**src/common/prot_sw_pkg.sv**
```systemverilog
// Summary of operation
// - traffic selection moves between working and protection lines automatically, either direction
// - working signal fail (los, lof, ais, ber over fail limit) selects protection
// - working ber over the degrade limit also selects protection
// - automatic move to protection only from working and only if protection is clean
// - revertive mode returns to working once the hold interval fully elapses
// - revert only while working stays free of fail and degrade
// - revertive defaults on for one-for-one, off for one-plus-one
// - annex b accepts only bidirectional non-revertive configuration, refuses others
// - annex b ignores manual switch requests
// - normally working line active, protection line standby
// - both ends coordinate via in-band request signalling on the lines
// - last manual request per pair is kept and readable
// - one-plus-one sends identical payload on both lines
// - establishing protection selects the working line
//
// Purpose: constants and types shared by the line protection selector.
// Assumes: 50 MHz system clock, register offsets are byte addresses.
// Notes:   hold interval counts in millisecond ticks.
package prot_sw_pkg;
   localparam int          ADDR_W         = 5;
   localparam int          DATA_W         = 32;
   localparam int          BER_W          = 16;
   localparam int          HOLD_W         = 16;

   localparam logic [4:0]  REG_CTRL       = 5'h00;
   localparam logic [4:0]  REG_MANUAL     = 5'h04;
   localparam logic [4:0]  REG_HOLD       = 5'h08;
   localparam logic [4:0]  REG_STATUS     = 5'h0C;
   localparam logic [4:0]  REG_EVENT      = 5'h10;
   localparam logic [4:0]  REG_MASK       = 5'h14;
   localparam logic [4:0]  REG_FAIL_TH    = 5'h18;
   localparam logic [4:0]  REG_DEGR_TH    = 5'h1C;

   localparam logic [1:0]  ARCH_1P1       = 2'h0;
   localparam logic [1:0]  ARCH_1T1       = 2'h1;
   localparam logic [1:0]  ARCH_ANNEXB    = 2'h2;

   localparam logic [1:0]  MAN_NONE       = 2'h0;
   localparam logic [1:0]  MAN_WORK       = 2'h1;
   localparam logic [1:0]  MAN_PROT       = 2'h2;

   localparam int          EVT_SWITCH     = 0;
   localparam int          EVT_CFG_REJ    = 1;
   localparam int          EVT_MAN_REJ    = 2;
   localparam int          EVT_W          = 3;

   localparam int          ST_ACTIVE      = 0;
   localparam int          ST_W_FAIL      = 1;
   localparam int          ST_W_DEGR      = 2;
   localparam int          ST_P_FAIL      = 3;
   localparam int          ST_P_DEGR      = 4;
   localparam int          ST_HOLDING     = 5;
   localparam int          ST_FAR_REQ     = 6;
   localparam int          STAT_W         = 7;

   localparam logic [4:0]  CTRL_RST       = 5'h00;
   localparam logic [15:0] HOLD_RST       = 16'h012C;
   localparam logic [15:0] FAIL_TH_RST    = 16'h0800;
   localparam logic [15:0] DEGR_TH_RST    = 16'h0100;
   localparam logic [2:0]  MASK_RST       = 3'h0;

   localparam int          CLK_PERIOD_NS  = 20;
   localparam int          TICK_PERIOD_NS = 1000000;
   localparam int          TICK_CYCLES    = TICK_PERIOD_NS / CLK_PERIOD_NS;

   typedef struct packed {
      logic             en;
      logic             bidir;
      logic             revert;
      logic [1:0]       arch;
   } cfg_t;

   typedef struct packed {
      logic             los;
      logic             lof;
      logic             ais;
      logic [BER_W-1:0] ber;
   } line_alarm_t;

   typedef enum logic {SEL_WORKING, SEL_PROTECT} sel_state_t;
endpackage

```
**src/design/revert_hold_timer.sv**
```systemverilog
// Purpose: hold interval timer for the revert decision.
// Assumes: interval in millisecond ticks from an internal divider.
// Notes:   restart has priority over run.
`timescale 1ns/1ns
`default_nettype none
module revert_hold_timer #(
   parameter int TICK_CYCLES = prot_sw_pkg::TICK_CYCLES,
   parameter int CNT_W       = prot_sw_pkg::HOLD_W
) (
   input  wire logic             clk_sys,   // system clock
   input  wire logic             rst,       // synchronous reset
   input  wire logic             restart,   // clear and hold at zero
   input  wire logic             run,       // count while high
   input  wire logic [CNT_W-1:0] interval,  // ticks to wait
   output logic                  expired,   // interval fully elapsed
   output logic                  running    // counting, not yet expired
);
   localparam int DIV_W = $clog2(TICK_CYCLES + 1);
   localparam logic [DIV_W-1:0] DIV_LAST = DIV_W'(TICK_CYCLES - 1);

   logic [DIV_W-1:0] div_ff;
   logic [CNT_W-1:0] cnt_ff;
   logic             tick;

   assign tick    = (div_ff == DIV_LAST);
   assign expired = run && !restart && (cnt_ff >= interval);
   assign running = run && !restart && (cnt_ff < interval);

   // divider restarts with the interval so a restart never leaves a partial tick
   always_ff @(posedge clk_sys) begin
      if (rst || restart || !run) begin
         div_ff <= '0;
      end else if (tick) begin
         div_ff <= '0;
      end else begin
         div_ff <= div_ff + DIV_W'(1);
      end
   end

   always_ff @(posedge clk_sys) begin
      if (rst || restart || !run) begin
         cnt_ff <= '0;
      end else if (tick && cnt_ff < interval) begin
         cnt_ff <= cnt_ff + CNT_W'(1);
      end
   end

   chk_restart_clears: assert property (@(posedge clk_sys) disable iff (rst)
      restart |=> cnt_ff == '0) else $error("hold count not cleared by restart");
endmodule
`default_nettype wire

```
**src/design/line_protection_switch.sv**
```systemverilog
// Purpose: selects working or protection line traffic and drives both transmit lines.
// Assumes: alarm inputs and receive data are synchronous to clk_sys.
// Notes:   register port reads return data one cycle after the read strobe.
//
// Implementation choices: the plain strobed port and the register offsets.
`timescale 1ns/1ns
`default_nettype none
module line_protection_switch #(
   parameter int PAY_W       = 8,
   parameter int TICK_CYCLES = prot_sw_pkg::TICK_CYCLES
) (
   input  wire logic                                 clk_sys,     // system clock
   input  wire logic                                 rst,         // synchronous reset
   input  wire logic [prot_sw_pkg::ADDR_W-1:0]       reg_addr,    // register byte address
   input  wire logic [prot_sw_pkg::DATA_W-1:0]       reg_wdata,   // write data
   input  wire logic                                 reg_wr,      // write strobe
   input  wire logic                                 reg_rd,      // read strobe
   output logic      [prot_sw_pkg::DATA_W-1:0]       reg_rdata,   // read data, cycle after strobe
   output logic                                      irq,         // unmasked event pending
   input  wire prot_sw_pkg::line_alarm_t             work_alarm,  // working line defects
   input  wire prot_sw_pkg::line_alarm_t             prot_alarm,  // protection line defects
   input  wire logic                                 far_req,     // far end in-band request
   output logic                                      near_req,    // in-band request to far end
   input  wire logic [PAY_W-1:0]                     tx_data,     // payload to transmit
   output logic      [PAY_W-1:0]                     tx_work,     // working line payload
   output logic      [PAY_W-1:0]                     tx_prot,     // protection line payload
   input  wire logic [PAY_W-1:0]                     rx_work,     // working line receive
   input  wire logic [PAY_W-1:0]                     rx_prot,     // protection line receive
   output logic      [PAY_W-1:0]                     rx_data,     // selected receive payload
   output logic                                      prot_active  // protection line selected
);
   prot_sw_pkg::cfg_t                     cfg_ff;
   prot_sw_pkg::cfg_t                     wr_cfg;
   prot_sw_pkg::cfg_t                     nxt_cfg;
   prot_sw_pkg::sel_state_t               sel_ff;
   prot_sw_pkg::sel_state_t               nxt_sel;
   logic [1:0]                            man_ff;
   logic [prot_sw_pkg::HOLD_W-1:0]        hold_ff;
   logic [prot_sw_pkg::BER_W-1:0]         fail_th_ff;
   logic [prot_sw_pkg::BER_W-1:0]         degr_th_ff;
   logic [prot_sw_pkg::EVT_W-1:0]         evt_ff;
   logic [prot_sw_pkg::EVT_W-1:0]         mask_ff;
   logic [prot_sw_pkg::EVT_W-1:0]         evt_set;
   logic [prot_sw_pkg::DATA_W-1:0]        nxt_rdata;
   logic [prot_sw_pkg::STAT_W-1:0]        status;
   logic                                  en_q_ff;
   logic                                  cfg_bad;
   logic                                  wr_ctrl;
   logic                                  wr_man;
   logic                                  rd_evt;
   logic                                  annexb;
   logic                                  man_work;
   logic                                  man_prot;
   logic                                  w_fail;
   logic                                  w_degr;
   logic                                  p_fail;
   logic                                  p_degr;
   logic                                  w_bad;
   logic                                  p_bad;
   logic                                  hold_run;
   logic                                  hold_restart;
   logic                                  hold_done;
   logic                                  hold_busy;

   function automatic logic sig_fail(input prot_sw_pkg::line_alarm_t a,
                                     input logic [prot_sw_pkg::BER_W-1:0] th);
      sig_fail = a.los || a.lof || a.ais || (a.ber > th);
   endfunction

   function automatic logic sig_degr(input prot_sw_pkg::line_alarm_t a,
                                     input logic [prot_sw_pkg::BER_W-1:0] th);
      sig_degr = (a.ber > th);
   endfunction

   assign wr_ctrl = reg_wr && (reg_addr == prot_sw_pkg::REG_CTRL);
   assign wr_man  = reg_wr && (reg_addr == prot_sw_pkg::REG_MANUAL);
   assign rd_evt  = reg_rd && (reg_addr == prot_sw_pkg::REG_EVENT);
   assign annexb  = (cfg_ff.arch == prot_sw_pkg::ARCH_ANNEXB);

   assign w_fail = sig_fail(work_alarm, fail_th_ff);
   assign w_degr = sig_degr(work_alarm, degr_th_ff);
   assign p_fail = sig_fail(prot_alarm, fail_th_ff);
   assign p_degr = sig_degr(prot_alarm, degr_th_ff);
   assign p_bad  = p_fail || p_degr;
   // a bidirectional far end asking for protection counts as a working defect here
   assign w_bad  = w_fail || w_degr || (cfg_ff.bidir && far_req);

   // stored manual request is ignored, not erased, while annex b is set
   assign man_work = !annexb && (man_ff == prot_sw_pkg::MAN_WORK);
   assign man_prot = !annexb && (man_ff == prot_sw_pkg::MAN_PROT);

   // control write: a changed architecture loads its own revertive default
   always_comb begin
      wr_cfg  = prot_sw_pkg::cfg_t'(reg_wdata[4:0]);
      nxt_cfg = wr_cfg;
      if (wr_cfg.arch != cfg_ff.arch) begin
         nxt_cfg.revert = (wr_cfg.arch == prot_sw_pkg::ARCH_1T1);
      end
      cfg_bad = (wr_cfg.arch == 2'h3) ||
                ((wr_cfg.arch == prot_sw_pkg::ARCH_ANNEXB) && (nxt_cfg.revert || !wr_cfg.bidir));
   end

   always_ff @(posedge clk_sys) begin
      if (rst) begin
         cfg_ff <= prot_sw_pkg::cfg_t'(prot_sw_pkg::CTRL_RST);
      end else if (wr_ctrl && !cfg_bad) begin
         cfg_ff <= nxt_cfg;
      end
   end

   always_ff @(posedge clk_sys) begin
      if (rst) begin
         man_ff <= prot_sw_pkg::MAN_NONE;
      end else if (wr_man && !annexb) begin
         man_ff <= reg_wdata[1:0];
      end
   end

   always_ff @(posedge clk_sys) begin
      if (rst) begin
         hold_ff    <= prot_sw_pkg::HOLD_RST;
         fail_th_ff <= prot_sw_pkg::FAIL_TH_RST;
         degr_th_ff <= prot_sw_pkg::DEGR_TH_RST;
         mask_ff    <= prot_sw_pkg::MASK_RST;
      end else if (reg_wr) begin
         case (reg_addr)
            prot_sw_pkg::REG_HOLD:    hold_ff    <= reg_wdata[prot_sw_pkg::HOLD_W-1:0];
            prot_sw_pkg::REG_FAIL_TH: fail_th_ff <= reg_wdata[prot_sw_pkg::BER_W-1:0];
            prot_sw_pkg::REG_DEGR_TH: degr_th_ff <= reg_wdata[prot_sw_pkg::BER_W-1:0];
            prot_sw_pkg::REG_MASK:    mask_ff    <= reg_wdata[prot_sw_pkg::EVT_W-1:0];
            default: ;
         endcase
      end
   end

   always_ff @(posedge clk_sys) begin
      if (rst) begin
         en_q_ff <= 1'b0;
      end else begin
         en_q_ff <= cfg_ff.en;
      end
   end

   // hold interval only counts on protection with revert armed and no manual hold
   assign hold_run     = (sel_ff == prot_sw_pkg::SEL_PROTECT) && cfg_ff.revert && !man_prot;
   assign hold_restart = w_bad;

   revert_hold_timer #(
      .TICK_CYCLES (TICK_CYCLES),
      .CNT_W       (prot_sw_pkg::HOLD_W)
   ) u_hold (
      .clk_sys  (clk_sys),
      .rst      (rst),
      .restart  (hold_restart),
      .run      (hold_run),
      .interval (hold_ff),
      .expired  (hold_done),
      .running  (hold_busy)
   );

   // manual request moves to its target line unless that line has failed, and holds off automatic moves away from it
   always_comb begin
      nxt_sel = sel_ff;
      case (sel_ff)
         prot_sw_pkg::SEL_WORKING: begin
            if (man_prot && !p_fail) begin
               nxt_sel = prot_sw_pkg::SEL_PROTECT;
            end else if (!man_work && w_bad && !p_bad) begin
               nxt_sel = prot_sw_pkg::SEL_PROTECT;
            end
         end
         prot_sw_pkg::SEL_PROTECT: begin
            if (man_work && !w_fail) begin
               nxt_sel = prot_sw_pkg::SEL_WORKING;
            end else if (!man_prot && p_bad && !(w_fail || w_degr)) begin
               nxt_sel = prot_sw_pkg::SEL_WORKING;
            end else if (!man_prot && cfg_ff.revert && !w_bad && hold_done) begin
               nxt_sel = prot_sw_pkg::SEL_WORKING;
            end
         end
         default: nxt_sel = prot_sw_pkg::SEL_WORKING;
      endcase
      if (!cfg_ff.en || !en_q_ff) begin
         nxt_sel = prot_sw_pkg::SEL_WORKING;
      end
   end

   always_ff @(posedge clk_sys) begin
      if (rst) begin
         sel_ff <= prot_sw_pkg::SEL_WORKING;
      end else begin
         sel_ff <= nxt_sel;
      end
   end

   // events: a set in the same cycle as the clearing read survives
   always_comb begin
      evt_set = '0;
      evt_set[prot_sw_pkg::EVT_SWITCH]  = (nxt_sel != sel_ff);
      evt_set[prot_sw_pkg::EVT_CFG_REJ] = wr_ctrl && cfg_bad;
      evt_set[prot_sw_pkg::EVT_MAN_REJ] = wr_man && annexb;
   end

   always_ff @(posedge clk_sys) begin
      if (rst) begin
         evt_ff <= '0;
      end else if (rd_evt) begin
         evt_ff <= evt_set;
      end else begin
         evt_ff <= evt_ff | evt_set;
      end
   end

   assign irq = |(evt_ff & mask_ff);

   always_comb begin
      status = '0;
      status[prot_sw_pkg::ST_ACTIVE]  = (sel_ff == prot_sw_pkg::SEL_PROTECT);
      status[prot_sw_pkg::ST_W_FAIL]  = w_fail;
      status[prot_sw_pkg::ST_W_DEGR]  = w_degr;
      status[prot_sw_pkg::ST_P_FAIL]  = p_fail;
      status[prot_sw_pkg::ST_P_DEGR]  = p_degr;
      status[prot_sw_pkg::ST_HOLDING] = hold_busy;
      status[prot_sw_pkg::ST_FAR_REQ] = far_req;
   end

   always_comb begin
      nxt_rdata = '0;
      case (reg_addr)
         prot_sw_pkg::REG_CTRL:    nxt_rdata[4:0] = cfg_ff;
         prot_sw_pkg::REG_MANUAL:  nxt_rdata[1:0] = man_ff;
         prot_sw_pkg::REG_HOLD:    nxt_rdata[prot_sw_pkg::HOLD_W-1:0] = hold_ff;
         prot_sw_pkg::REG_STATUS:  nxt_rdata[prot_sw_pkg::STAT_W-1:0] = status;
         prot_sw_pkg::REG_EVENT:   nxt_rdata[prot_sw_pkg::EVT_W-1:0] = evt_ff;
         prot_sw_pkg::REG_MASK:    nxt_rdata[prot_sw_pkg::EVT_W-1:0] = mask_ff;
         prot_sw_pkg::REG_FAIL_TH: nxt_rdata[prot_sw_pkg::BER_W-1:0] = fail_th_ff;
         prot_sw_pkg::REG_DEGR_TH: nxt_rdata[prot_sw_pkg::BER_W-1:0] = degr_th_ff;
         default:                  nxt_rdata = '0;
      endcase
   end

   always_ff @(posedge clk_sys) begin
      if (rst) begin
         reg_rdata <= '0;
      end else if (reg_rd) begin
         reg_rdata <= nxt_rdata;
      end else begin
         reg_rdata <= '0;
      end
   end

   // one-plus-one bridges permanently; one-for-one sends only on the selected line
   always_ff @(posedge clk_sys) begin
      if (rst) begin
         tx_work <= '0;
         tx_prot <= '0;
      end else if (cfg_ff.arch != prot_sw_pkg::ARCH_1T1) begin
         tx_work <= tx_data;
         tx_prot <= tx_data;
      end else begin
         tx_work <= (sel_ff == prot_sw_pkg::SEL_WORKING) ? tx_data : '0;
         tx_prot <= (sel_ff == prot_sw_pkg::SEL_PROTECT) ? tx_data : '0;
      end
   end

   always_ff @(posedge clk_sys) begin
      if (rst) begin
         rx_data     <= '0;
         near_req    <= 1'b0;
         prot_active <= 1'b0;
      end else begin
         rx_data     <= (sel_ff == prot_sw_pkg::SEL_PROTECT) ? rx_prot : rx_work;
         near_req    <= (nxt_sel == prot_sw_pkg::SEL_PROTECT);
         prot_active <= (nxt_sel == prot_sw_pkg::SEL_PROTECT);
      end
   end

   chk_fail_switch: assert property (@(posedge clk_sys) disable iff (rst)
      (sel_ff == prot_sw_pkg::SEL_WORKING) && cfg_ff.en && en_q_ff && w_fail && !p_bad && !man_work
      |=> sel_ff == prot_sw_pkg::SEL_PROTECT) else $error("working fail did not select protection");

   chk_degr_switch: assert property (@(posedge clk_sys) disable iff (rst)
      (sel_ff == prot_sw_pkg::SEL_WORKING) && cfg_ff.en && en_q_ff && w_degr && !p_bad && !man_work
      |=> sel_ff == prot_sw_pkg::SEL_PROTECT) else $error("working degrade did not select protection");

   chk_prot_clean: assert property (@(posedge clk_sys) disable iff (rst)
      (sel_ff == prot_sw_pkg::SEL_WORKING) && p_bad && !man_prot
      |=> sel_ff == prot_sw_pkg::SEL_WORKING) else $error("switched onto a defective protection line");

   chk_no_early_revert: assert property (@(posedge clk_sys) disable iff (rst)
      (sel_ff == prot_sw_pkg::SEL_PROTECT) && w_bad && !man_work && !p_bad && cfg_ff.en
      |=> sel_ff == prot_sw_pkg::SEL_PROTECT) else $error("reverted while working line impaired");

   chk_annexb_cfg: assert property (@(posedge clk_sys) disable iff (rst)
      annexb |-> cfg_ff.bidir && !cfg_ff.revert) else $error("annex b holds illegal configuration");

   chk_annexb_manual: assert property (@(posedge clk_sys) disable iff (rst)
      wr_man && annexb |=> $stable(man_ff) && evt_ff[prot_sw_pkg::EVT_MAN_REJ])
      else $error("annex b manual request not refused");

   chk_establish_work: assert property (@(posedge clk_sys) disable iff (rst)
      $rose(cfg_ff.en) |-> sel_ff == prot_sw_pkg::SEL_WORKING [*2]) else $error("not on working after establish");

   chk_switch_event: assert property (@(posedge clk_sys) disable iff (rst)
      sel_ff != $past(sel_ff) |-> evt_ff[prot_sw_pkg::EVT_SWITCH] && (prot_active == status[0]))
      else $error("line change without event or report");

   chk_bridge_equal: assert property (@(posedge clk_sys) disable iff (rst)
      (cfg_ff.arch != prot_sw_pkg::ARCH_1T1) |=> tx_work == tx_prot) else $error("bridged payloads differ");

   chk_revert_default: assert property (@(posedge clk_sys) disable iff (rst)
      wr_ctrl && !cfg_bad && (wr_cfg.arch != cfg_ff.arch)
      |=> cfg_ff.revert == (cfg_ff.arch == prot_sw_pkg::ARCH_1T1)) else $error("revertive default wrong");
endmodule
`default_nettype wire

```
**config.mk**
```make
export PLATFORM = sky130hd
export DESIGN_NAME = line_protection_switch
export DESIGN_NICKNAME = d
export VERILOG_FILES = /design/src/common/prot_sw_pkg.sv /design/src/design/revert_hold_timer.sv /design/src/design/line_protection_switch.sv
export SDC_FILE = /design/constraint.sdc
export NUM_CORES = 1
export LEC_CHECK = 0
export ABC_CLOCK_PERIOD_IN_PS = 7700
export BUFFER_PORTS_ARGS = -buffer_cell sky130_fd_sc_hd__clkbuf_2
export CAP_MARGIN = 20
export CELL_PAD_IN_SITES_DETAIL_PLACEMENT = 0
export CELL_PAD_IN_SITES_GLOBAL_PLACEMENT = 1
export CORE_ASPECT_RATIO = 0.8
export CORE_MARGIN = 2
export CORE_UTILIZATION = 43
export DETAILED_ROUTE_END_ITERATION = 12
export GPL_ROUTABILITY_DRIVEN = 0
export GPL_TIMING_DRIVEN = 0
export PLACE_DENSITY = 0.95
export RECOVER_POWER = 25
export SLEW_MARGIN = 15
export SYNTH_ARGS = -nofsm -noshare
export SYNTH_HDL_FRONTEND = slang
export SYNTH_SLANG_ARGS = --single-unit
```
**constraint.sdc**
```tcl
create_clock -name clk_sys -period 7.7 [get_ports clk_sys]
set_input_delay 1.155 -clock clk_sys [delete_from_list [all_inputs] [get_ports clk_sys]]
set_output_delay 1.155 -clock clk_sys [all_outputs]
set_load 0.05 [all_outputs]
```
[Word-level counts from Yosys, hierarchy flattened]
Index checks and enable logic that the tools add are counted.
Storage, ports and cells
  bits in latches: 0
  bits in read-only memories: 0
  memories: 0
  bits in writable memories: 0
  output and inout port bits: 59
  word-level logic and storage cells: 128
  flip-flop bits (word level): 151
  input bits: 104
Cells by class
  multiply operators: 0
  multiplexer cells: 19
  eq/ne operators: 17
  add/subtract/negate cells: 2
  reduce and logical (&&, ||, !) cells: 61
  divide/modulo/power cells: 0
  order comparisons: 6
  shift-type cells: 0
  bitwise operators: 4
Operator list (count)
  $gt A16 B16 Y1: 4
  $mux W8: 5
  $add A16 B1 Y16 const B: 2
  $pmux W9 S3: 1
  $logic_and A1 B1 Y1: 26
  $eq A5 B5 Y1 const B: 4
  $eq A16 B16 Y1 const B: 1
  $ge A16 B16 Y1: 1
  $lt A16 B16 Y1: 1
  $pmux W2 S8: 1
  $logic_or A1 B1 Y1: 14
  $logic_not A1 Y1: 13
  $eq A5 B4 Y1 const B: 2
  $pmux W2 S5: 1
  $eq A2 B2 Y1 const B: 4
  $pmux W2 S4: 1
  $reduce_and A2 Y1: 4
  $mux W1: 7
  $pmux W1 S7: 1
  $eq A5 B3 Y1 const B: 1
  $logic_not A5 Y1: 1
  $eq A2 B1 Y1 const B: 2
  $reduce_or A2 Y1: 2
  $and A3 B3 Y3: 1
  other kinds (8): 9

[Depth between registers and ports, before layout]
Gate-level depths: netlist of run 1.
  depth after elaboration: 17
  mapped depth: 13
  gate-level depth less buffers: 10

[Modules after synthesis]
Synthesis of run 1 repeated with hierarchy kept, for this count alone.
Unflattened totals
  cell total of the unflattened synthesis: 927
  area, all modules: 7582.3 µm²
Modules (own cells, without submodules)
  line_protection_switch: times used 1, cells an instance 696, area an instance 5685.5 µm², seq. area each 2062.0 µm²
  revert_hold_timer: times used 1, cells an instance 231, area an instance 1896.8 µm², seq. area each 640.6 µm²

[Worst setup path before layout of run 1]
No wires, ideal clock.
  kind: in2reg
  from: input port work_alarm[15] (netlist bit)
  to: register u_hold.div_ff[8]
  data arrival time: 3533 ps
  path buffers: 3
  required time: 7636 ps
  setup time: 64 ps
  stages: 12
  path slack: 4103 ps
  path through: ha_1 a21oi_1 o211ai_1 or3_1 a211o_1 and2_4 or4_4 buf_6 nand2b_4 buf_6 buf_6 nor2_1
On the way
  cells in the longest elaborated chain, start to end: 7
  elaborated cells between the ends (all ways): 8
  classes of those cells: 2 x order compare; 6 x reduce/logical
Ends and longest elaborated chain
  from (decl): line line_protection_switch.sv:20  | input wire prot_sw_pkg::line_alarm_t work_alarm,
  $gt A16 B16 Y1: line line_protection_switch.sv:67  | sig_fail = a.los || a.lof || a.ais || (a.ber > th);
  $logic_or A1 B1 Y1: line line_protection_switch.sv:67
  $logic_or A1 B1 Y1 (*) (2 in a row): line line_protection_switch.sv:86  | assign w_bad = w_fail || w_degr || (cfg_ff.bidir && far_req);
  $logic_or A1 B1 Y1 (*) (2 in a row): line revert_hold_timer.sv:31  | if (rst || restart || !run) begin
  $reduce_or A2 Y1 (no line) (*)
  to (signal assigned): line revert_hold_timer.sv:36  | div_ff <= div_ff + DIV_W'(1);
  to (decl): line revert_hold_timer.sv:21  | logic [DIV_W-1:0] div_ff;
Mark *: on every way between the ends. The rest lies on a longest branch, timed or not.
A chain may end at the register's enable or synchronous reset.

[Final worst setup path of run 1]
  from: input port work_alarm[15] (netlist bit)
  to: register u_hold.div_ff[12]
Same word-level chain as after synthesis.

==> results of run 1 <==
==> worst min path at each step <==
stage	endpoint	depth (start not counted)	slack, ns	start
global placement	u_hold.div_ff[0]	1	0.44	u_hold.div_ff[0]
finish	fail_th_ff[8]	2	0.45	fail_th_ff[8]
global route	fail_th_ff[14]	2	0.47	fail_th_ff[14]
floorplan	u_hold.div_ff[0]	1	0.42	u_hold.div_ff[0]
CTS	u_hold.div_ff[0]	1	0.45	u_hold.div_ff[0]
detailed placement	u_hold.div_ff[0]	1	0.44	u_hold.div_ff[0]
==> flip-flops by register name (all words and copies together) (netlist names), 3 cells and up <==
name and flops:
cfg_ff 5, degr_th_ff 16, evt_ff 3, fail_th_ff 16, hold_ff 16, mask_ff 3
reg_rdata 16, rx_data 8, tx_prot 8, tx_work 8, u_hold.cnt_ff 16, u_hold.div_ff 16
==> through the flow <==
step           setup slack (ns)  cell area [sq um]  hold slack [ns]   util
5_1_grt                    4.01               8890            0.472  0.532
6_report                   4.11               8890            0.455  0.532
4_1_cts                    4.14               8920            0.455  0.534
3_3_place_gp               3.78               8350            0.437  0.500
2_1_floorplan              4.10               7450            0.423      -
3_5_place_dp               3.71               8350            0.441  0.500
==> layer usage <==
layer	GRT usage	vias up	share of wire
li1	-	3481	-
met1	0.345	3222	0.49
met2	0.333	282	0.41
met3	0.0492	20	0.087
met4	0.0502	0	0.010
met5	0	-	0
==> report_power, final <==
part | total [mW] | internal [mW] | switching (mW)
combinational | 0.175 | 0.0567 | 0.118
clock | 0.786 | 0.435 | 0.351
sequential | 0.711 | 0.707 | 0.00368
total | 1.67 | 1.20 | 0.473
==> cell usage after synthesis, types with 3 or more instances <==
cell	n	share of area
o211ai_1	9	0.0091
nand2b_1	15	0.013
nand3_1	21	0.014
or4_1	5	0.0051
buf_4	17	0.017
clkbuf_1	31	0.016
mux2i_1	14	0.019
xnor2_1	19	0.023
nor2_1	97	0.049
nand3b_1	8	0.0081
inv_1	53	0.027
nand4_1	21	0.018
dfxtp_1	135	0.37
a21oi_1	88	0.060
nor2b_1	8	0.0068
and4_1	3	0.0036
a21o_1	5	0.0051
a211oi_1	3	0.0030
buf_6	3	0.0046
a22o_1	4	0.0047
and2_1	4	0.0034
xor2_1	7	0.0083
o21ai_0	21	0.014
or3_1	7	0.0059
a22oi_1	20	0.020
nand2_1	150	0.076
nor3_1	12	0.0081
ha_1	82	0.14
a31oi_1	6	0.0051
a221oi_1	5	0.0059
and3_1	8	0.0068
nor4_1	5	0.0042
==> layout make-up <==
type / instances / area [sq um] / share of cell area
multi-input cells: 691 / 4260 / 0.480
flip-flops and latches: 135 / 2700 / 0.304
repair buffers: 125 / 597 / 0.0671
clock buffers: 18 / 439 / 0.0494
plain buffers: 53 / 287 / 0.0322
well taps: 220 / 275 / 0.0310
inverters: 53 / 199 / 0.0224
clock inverters: 14 / 129 / 0.0145
==> critical path, cell delays in order <==
cell and delay (ns):
clkbuf_2 0.10, ha_1 0.31, nand4_1 0.20, nor4_1 0.55, nand3_1 0.22, and2_4 0.22, or4_4 0.52, buf_6 0.16
nand2b_4 0.13, buf_6 0.13, buf_6 0.14, nor2_1 0.11
==> cell families (layout without fill, tap and decap cells) <==
logic type                 Yosys count  after routing  synth area share
AOI/OAI and AO/OA                  175            175             0.142
buffers and inverters              106            263            0.0656
other                                1             16          0.000507
and+or+nand+nor                    378            378             0.238
adders and majority gates           82             82             0.139
DFF                                135            135             0.365
muxes                               14             14            0.0189
xor gates and xnor gates            26             26            0.0308
==> run_results.csv, run 1 <==
group,metric,value,unit
floorplan,rows,42,
floorplan,core_area,0.0167,sq mm
logic_synthesis,syn_avg_cell_area,8.07,sq um
setup_path,required,8.05,ns
detailed_routing,viasPerCell,5.35,
global_routing,grt_pass1_wl,32400,microns
setup_path,reg2reg_depth,12,
pwr,power_density,188,mW/mm^2
timing,maxClockFrequency,0.279,GHz
clock_tree,clock_sinks,135,
detailed_routing,wl_per_cell,15.7,microns
logic_synthesis,yosysWarnings,0,
pwr,p_leak,3.49,nW
logic_synthesis,async_flop_share,0,
clock_tree,numCtsBuffers,17,
setup_path,r2r_slack,4.54,ns
clock_tree,clkTransAtPathRegs,0.07,ns
setup_path,setup.worst_path.class,"input pin to flip-flop",
clock_tree,cts_setup_buffers,0,
timing,setup_viol,0,
logic_synthesis,syn_area,0.00740,sq mm
setup_path,rr_startpoint,"fail_th_ff[13]",
worst_hold_path,hp-class,"flip-flop to flip-flop",
timing,tightest_slew,0.894,ns
global_routing,antenna_found_initial,0,
global_routing,gr-usage-all-layers,0.229,
timing,drv_slew,0,
timing,slew_headroom,0.403,
logic_synthesis,ys_ff_latch,135,
cells_and_area,area_growth_syn_to_layout,20.2,%
cells_and_area,mostFrequentLayoutCells,"150 x nand2_1, 135 x dfxtp_1, 102 x clkbuf_2",
logic_synthesis,ys_seq_area_frac,0.365,
clock_tree,cts_resized,0,
logic_synthesis,ys.flop_type,"dfxtp_1",
run_status,outcome,"complete, no violations",
clock_tree,htree_levels,4,
flow_run,drv_cap,0,
timing,hold_violations,0,
detailed_routing,route.detailed.drc,0,
pwr,total_power,1.67,mW
logic_synthesis,synth_cells,917,
placement,dp_hpwl,16100,microns
global_routing,grt_overflow,0,
logic_synthesis,synth_edf_count,0,
detailed_routing,ant_nets,0,
floorplan,dieArea,0.0183,sq mm
floorplan,chipWidth,151,microns
placement,io_buffers,125,
clock_tree,clock_path_buffers,2,
detailed_routing,vias,7005,
clock_tree,cts-root-buf,"clkbuf_16",
placement,dpl.cell_count,1277,
floorplan,start_util,0.443,
setup_path,crit_path_end,"u_hold.div_ff[12]",
setup_path,critPathCaptureType,"flip-flop",
logic_synthesis,synthDistinctLibCells,53,
cells_and_area,drive_gt1_frac,0.150,
detailed_routing,drt_wl_total,20600,microns
cells_and_area,layout.nets,1262,
clock_tree,insertion_delay,0.43,ns
timing,fin_setup_tns,0,ns
setup_path,arrival,3.94,ns
setup_path,crit_fanout,10,
floorplan,die_y,121,microns
global_routing,grt_max_degree,17,
cells_and_area,nFillCells,1608,
timing,min_period_over_period,0.466,
floorplan,pin_count,163,
timing,fin_crit,3.59,ns
setup_path,r2r_end,"u_hold.div_ff[12]",
global_routing,grt_pass1_vias,6293,
clock_tree,cts_hold_buf,0,
clock_tree,cts_tree,"built",
cells_and_area,antennaDiodeCount,0,
setup_path,critical_path.startpoint,"work_alarm[15]",
cells_and_area,final_common_cell,"nand2_1",
timing,grt_setup_unrepaired,"no",
setup_path,critPathLaunchType,"input pin",
cells_and_area,finalNonFillerCells,1309,
detailed_routing,dr.pass1.iters,5,
pwr,ir_worst_vdd,0.144,mV
detailed_routing,drt-initial-drc-count,567,
timing,clock-skew-final,0.0183,ns
No activity file was read; power rests on OpenSTA's default activity.
==> run 2: changes to the inputs <==
--- a/config.mk
+++ b/config.mk
@@ -5,18 +5,18 @@
 export SDC_FILE = /design/constraint.sdc
 export NUM_CORES = 1
 export LEC_CHECK = 0
-export ABC_CLOCK_PERIOD_IN_PS = 7700
+export ABC_CLOCK_PERIOD_IN_PS = 3350
 export BUFFER_PORTS_ARGS = -buffer_cell sky130_fd_sc_hd__clkbuf_2
 export CAP_MARGIN = 20
 export CELL_PAD_IN_SITES_DETAIL_PLACEMENT = 0
 export CELL_PAD_IN_SITES_GLOBAL_PLACEMENT = 1
 export CORE_ASPECT_RATIO = 0.8
 export CORE_MARGIN = 2
-export CORE_UTILIZATION = 43
+export CORE_UTILIZATION = 40
 export DETAILED_ROUTE_END_ITERATION = 12
 export GPL_ROUTABILITY_DRIVEN = 0
 export GPL_TIMING_DRIVEN = 0
-export PLACE_DENSITY = 0.95
+export PLACE_DENSITY = 0.92
 export RECOVER_POWER = 25
 export SLEW_MARGIN = 15
 export SYNTH_ARGS = -nofsm -noshare
==> constraint.sdc (replaced) <==
create_clock -name clk_sys -period 3.35 [get_ports clk_sys]
set_input_delay 0.5025 -clock clk_sys [delete_from_list [all_inputs] [get_ports clk_sys]]
set_output_delay 0.5025 -clock clk_sys [all_outputs]
set_load 0.05 [all_outputs]
==> run 2 against run 1 <==
Hold slack worse by 0.13 ns. Largest cell class unchanged. Setup slack worse by 3.9 ns. Cell area is 0.18% higher. Critical endpoint is now u_hold.div_ff[14].
==> run_results.csv, run 2 (synthesis results as in run 1) <==
group,metric,value,unit
timing,slew_headroom,0.331,
cells_and_area,fin_area,0.00891,sq mm
floorplan,rows,44,
cells_and_area,nFillCells,1775,
cells_and_area,drive_gt1_frac,0.135,
cells_and_area,mostFrequentLayoutCells,"150 x nand2_1, 135 x dfxtp_1, 97 x nor2_1",
clock_tree,insertion_delay,0.42,ns
run_status,outcome,"complete, no violations",
clock_tree,cts_hold_buf,0,
timing,drv_slew,0,
cells_and_area,antennaDiodeCount,0,
timing,fin_setup_tns,0,ns
global_routing,gr-usage-all-layers,0.210,
timing,fin_crit,3.19,ns
timing,hold_slack,0.323,ns
cells_and_area,final_common_cell,"nand2_1",
timing,tightest_slew,1.00,ns
timing,clock-skew-final,0.0142,ns
global_routing,antenna_found_initial,0,
global_routing,grt_pass1_vias,6207,
floorplan,start_util,0.408,
setup_path,critPathLaunchType,"flip-flop",
placement,io_buffers,125,
floorplan,core_area,0.0181,sq mm
global_routing,grt_max_degree,17,
timing,setup_viol,0,
detailed_routing,route.detailed.drc,0,
detailed_routing,dr.pass1.iters,6,
cells_and_area,area_growth_syn_to_layout,20.5,%
detailed_routing,drt-initial-drc-count,554,
pwr,power_density,439,mW/mm^2
setup_path,critPathCaptureType,"flip-flop",
floorplan,pin_count,163,
clock_tree,clock_sinks,135,
floorplan,die_y,126,microns
setup_path,crit_fanout,10,
clock_tree,numCtsBuffers,17,
floorplan,dieArea,0.0196,sq mm
worst_hold_path,timing.hold.worst.start,"rx_work[1]",
global_routing,grt_overflow,0,
detailed_routing,vias,6894,
setup_path,reg2reg_depth,13,
placement,dp_hpwl,16300,microns
setup_path,r2r_slack,0.16,ns
setup_path,rr_startpoint,"fail_th_ff[15]",
placement,place_area,0.00837,sq mm
cells_and_area,layout.nets,1262,
clock_tree,cts_setup_buffers,0,
detailed_routing,wl_per_cell,15.7,microns
clock_tree,cts-root-buf,"clkbuf_16",
detailed_routing,viasPerCell,5.23,
flow_run,drv_cap,0,
detailed_routing,ant_nets,0,
cells_and_area,final_util,0.492,
setup_path,r2r_end,"u_hold.div_ff[14]",
setup_path,setup.worst_path.class,"flip-flop to flip-flop",
clock_tree,clkTransAtPathRegs,0.06,ns
placement,dpl.cell_count,1287,
timing,min_period_over_period,0.951,
timing,grt_setup_unrepaired,"no",
setup_path,required,3.69,ns
clock_tree,cts_tree,"built",
pwr,ir_worst_vdd,0.360,mV
setup_path,arrival,3.53,ns
timing,hold_violations,0,
pwr,p_leak,3.45,nW
floorplan,chipWidth,156,microns
clock_tree,cts_resized,0,
clock_tree,clock_path_buffers,2,
worst_hold_path,min_to,"rx_data[1]",
cells_and_area,finalNonFillerCells,1318,
global_routing,grt_pass1_wl,32300,microns
worst_hold_path,hold_depth,3,
timing,maxClockFrequency,0.314,GHz
detailed_routing,drt_wl_total,20600,microns
clock_tree,htree_levels,4,
worst_hold_path,hp-class,"input pin to flip-flop",
## run 2: changes by cell type in the layout (fill, tap and decap cells not counted), sizes merged
cell,change
clkinv,+4
inv,-9
clkbuf,+1
bufinv,+3
## run 2: power by group
group	switching [mW]	internal (mW)
Combinational	0.271	0.129
Sequential	0.00888	1.63
Clock	0.713	1.17
## run 2: final cells by class
class,instances,area [sq um],share of cell area
multi-input combinational,691,4260,0.479
sequential,135,2700,0.303
timing repair buffer,125,581,0.0652
clock buffer,19,433,0.0486
tap,230,288,0.0323
buffer,53,287,0.0322
inverter,53,199,0.0223
clock inverter,12,155,0.0174
## run 2: worst max-delay path by stage
stage / startpoint / endpoint / slack [ns] / depth (start not counted)
global route: fail_th_ff[15] / u_hold.cnt_ff[10] / 0.02 / 11
detailed placement: work_alarm[15] / u_hold.div_ff[14] / -0.02 / 13
floorplan: work_alarm[15] / u_hold.div_ff[8] / 0.41 / 12
finish: fail_th_ff[15] / u_hold.div_ff[14] / 0.16 / 13
global placement: work_alarm[15] / u_hold.div_ff[9] / 0.006 / 13
CTS: fail_th_ff[15] / u_hold.div_ff[14] / 0.18 / 13
## run 2: critical path, cell delays in order (launching register included)
cell and delay [ns]:
dfxtp_1 0.33, inv_1 0.08, ha_1 0.31, a21oi_1 0.16
o211ai_1 0.12, or3_1 0.44, a211o_1 0.31, and2_4 0.20
or4_4 0.52, buf_6 0.16, nand2b_4 0.13, buf_6 0.13
buf_6 0.14, nor2_1 0.10
## run 2: stage by stage
| stage | power, mW | setup slack [ns] |
|---|---|---|
| 2_1_floorplan | 1.93 | 0.406 |
| 3_3_place_gp | 2.06 | 0.00555 |
| 3_5_place_dp | 2.07 | -0.0235 |
| 4_1_cts | 3.93 | 0.184 |
| 5_1_grt | 4.05 | 0.0215 |
| 6_report | 3.91 | 0.164 |
## run 2: metal layers
metal | part of all wire | routed length [microns] | track usage | up-vias
met1 | 0.51 | 10500 | 0.322 | 3135
met5 | 0 | 0 | 0 | -
met2 | 0.39 | 8090 | 0.294 | 284
met3 | 0.092 | 1890 | 0.0523 | 12
li1 | - | - | - | 3463
met4 | 0.0075 | 154 | 0.0437 | 0
==> run 3: changes to the inputs <==
--- a/config.mk
+++ b/config.mk
@@ -12,11 +12,11 @@
 export CELL_PAD_IN_SITES_GLOBAL_PLACEMENT = 1
 export CORE_ASPECT_RATIO = 0.8
 export CORE_MARGIN = 2
-export CORE_UTILIZATION = 40
+export CORE_UTILIZATION = 35
 export DETAILED_ROUTE_END_ITERATION = 12
 export GPL_ROUTABILITY_DRIVEN = 0
 export GPL_TIMING_DRIVEN = 0
-export PLACE_DENSITY = 0.92
+export PLACE_DENSITY = 0.84
 export RECOVER_POWER = 25
 export SLEW_MARGIN = 15
 export SYNTH_ARGS = -nofsm -noshare
==> run 3 against run 2 <==
Register-to-register slack gained 0.07 ns. Global-route usage shrank 2.0 points. Core utilization shrank 5.8 points. Critical path depth shrank 1. Sequential cell count is the same. Die area grew 14%. Maximum frequency grew 2.4%. First-iteration DRC count grew 4.0%. Sequential share of layout area shrank 0.22 points. Largest cell class unchanged.
==> run_results.csv, run 3 (synthesis results as in run 1) <==
group,metric,value,unit
detailed_routing,dr.pass1.iters,5,
setup_path,critPathLaunchType,"flip-flop",
detailed_routing,drt_wl_total,21000,microns
pwr,power_density,443,mW/mm^2
setup_path,rr_startpoint,"degr_th_ff[15]",
clock_tree,clock_sinks,135,
timing,tightest_slew,1.43,ns
timing,clock-skew-final,0.0109,ns
detailed_routing,ant_nets,0,
floorplan,rows,47,
clock_tree,clkTransAtPathRegs,0.06,ns
cells_and_area,regArea,0.00270,sq mm
timing,slew_headroom,0.0421,
clock_tree,cts_hold_buf,0,
setup_path,critPathBufInv,4,
floorplan,chipWidth,167,microns
timing,maxClockFrequency,0.321,GHz
floorplan,dieArea,0.0223,sq mm
global_routing,antenna_found_initial,0,
clock_tree,cts-root-buf,"clkbuf_16",
setup_path,cp_common_cell,"buf_6",
setup_path,arrival,3.47,ns
timing,min_period_over_period,0.929,
floorplan,start_util,0.357,
cells_and_area,fin_area,0.00897,sq mm
floorplan,core_area,0.0207,sq mm
pwr,ir_worst_vdd,0.284,mV
timing,fin_setup_tns,0,ns
timing,grt_setup_unrepaired,"no",
clock_tree,cts_setup_buffers,0,
flow_run,drv_cap,0,
cells_and_area,final_common_cell,"nand2_1",
clock_tree,numCtsBuffers,17,
cells_and_area,mostFrequentLayoutCells,"150 x nand2_1, 135 x dfxtp_1, 97 x nor2_1",
setup_path,setup.worst_path.class,"flip-flop to flip-flop",
clock_tree,htree_levels,4,
cells_and_area,drive_gt1_frac,0.138,
worst_hold_path,min_to,"rx_data[7]",
clock_tree,cts_resized,0,
cells_and_area,antennaDiodeCount,0,
timing,drv_slew,0,
setup_path,r2r_slack,0.24,ns
global_routing,gr-usage-all-layers,0.189,
clock_tree,insertion_delay,0.42,ns
worst_hold_path,hold_depth,3,
global_routing,grt_overflow,0,
worst_hold_path,hp-class,"input pin to flip-flop",
cells_and_area,nFillCells,2121,
detailed_routing,route.detailed.drc,0,
setup_path,critPathCaptureType,"flip-flop",
global_routing,grt_pass1_wl,33600,microns
cells_and_area,multi_input_area,0.00426,sq mm
detailed_routing,drt-initial-drc-count,576,
detailed_routing,vias,6853,
timing,hold_violations,0,
detailed_routing,viasPerCell,5.05,
worst_hold_path,timing.hold.worst.start,"rx_work[7]",
floorplan,die_y,134,microns
setup_path,slowest_stage,"nor4_1",
cells_and_area,layout.nets,1262,
setup_path,cp_cell_sequence,"inv_1, ha_1, a21oi_1, o21ai_0, nor4_1, o22ai_1, or4_4, buf_6, nand2b_4, buf_6, buf_6, nor2_1",
clock_tree,clock_path_buffers,2,
pwr,p_leak,3.46,nW
placement,io_buffers,125,
setup_path,r2r_end,"u_hold.div_ff[14]",
floorplan,pin_count,163,
placement,place_area,0.00842,sq mm
cells_and_area,area_growth_syn_to_layout,21.3,%
clock_tree,cts_tree,"built",
run_status,outcome,"complete, no violations",
global_routing,grt_max_degree,17,
global_routing,grt_pass1_vias,6429,
detailed_routing,wl_per_cell,15.5,microns
placement,dp_hpwl,16700,microns
timing,setup_viol,0,
setup_path,crit_family,"simple AND/OR/NAND/NOR gates",
setup_path,required,3.70,ns
setup_path,slowest_delay,0.53,ns
timing,fin_crit,3.11,ns
setup_path,reg2reg_depth,12,
setup_path,crit_fanout,10,
==> run 3: cell count changes in the layout (fill, tap and decap cells not counted), sizes merged <==
cell,before,now
clkbuf,175,174
clkinv,7,4
clkinvlp,2,4
inv,53,56
==> run 3: worst min-delay path, cell delays in order <==
cell	delay, ns
clkbuf_2	0.07
mux2i_1	0.05
nor2_1	0.07
==> run 3: cell type report <==
type	count	share of cell area
clock buffer	18	0.0478
sequential	135	0.301
clock inverter	14	0.0194
inverter	53	0.0222
buffer	53	0.0319
timing repair buffer	125	0.0648
tap	269	0.0375
multi-input combinational	691	0.475
==> run 3: power breakdown <==
| group | leakage, nW | total (mW) | switching, mW | internal [mW] |
|---|---|---|---|---|
| registers | 1.09 | 1.64 | 0.00873 | 1.63 |
| logic | 2.08 | 0.399 | 0.271 | 0.129 |
| clock network | 0.283 | 1.94 | 0.760 | 1.18 |
==> run 3: how the worst max path moves through the flow <==
stage	start	to	slack [ns]	depth (start not counted)
finish	degr_th_ff[15]	u_hold.div_ff[14]	0.24	12
global route	degr_th_ff[9]	u_hold.div_ff[14]	0.03	13
CTS	degr_th_ff[1]	u_hold.div_ff[14]	0.26	13
detailed placement	work_alarm[15]	u_hold.div_ff[14]	0.05	13
global placement	work_alarm[15]	u_hold.div_ff[9]	0.07	13
floorplan	work_alarm[15]	u_hold.div_ff[8]	0.41	12
==> run 3: stage by stage <==
| stage | std cells | setup slack (ns) | utilization | hold slack, ns | power [mW] |
|---|---|---|---|---|---|
| after floorplan | 932 | 0.406 | - | 0.423 | 1.93 |
| after global placement | 1326 | 0.0656 | 0.406 | 0.439 | 2.06 |
| after detailed placement | 1326 | 0.0507 | 0.407 | 0.438 | 2.07 |
| after CTS | 1358 | 0.258 | 0.436 | 0.304 | 3.99 |
| after global routing | 1358 | 0.0273 | 0.434 | 0.321 | 4.11 |
| final | 1358 | 0.238 | 0.434 | 0.312 | 3.97 |
==> run 3: routing by layer <==
layer	track usage	routed length, microns	vias up
met5	0	0	-
met4	0.0383	210	0
met3	0.0401	1750	20
met2	0.281	8490	257
met1	0.282	10600	3115
li1	-	-	3461
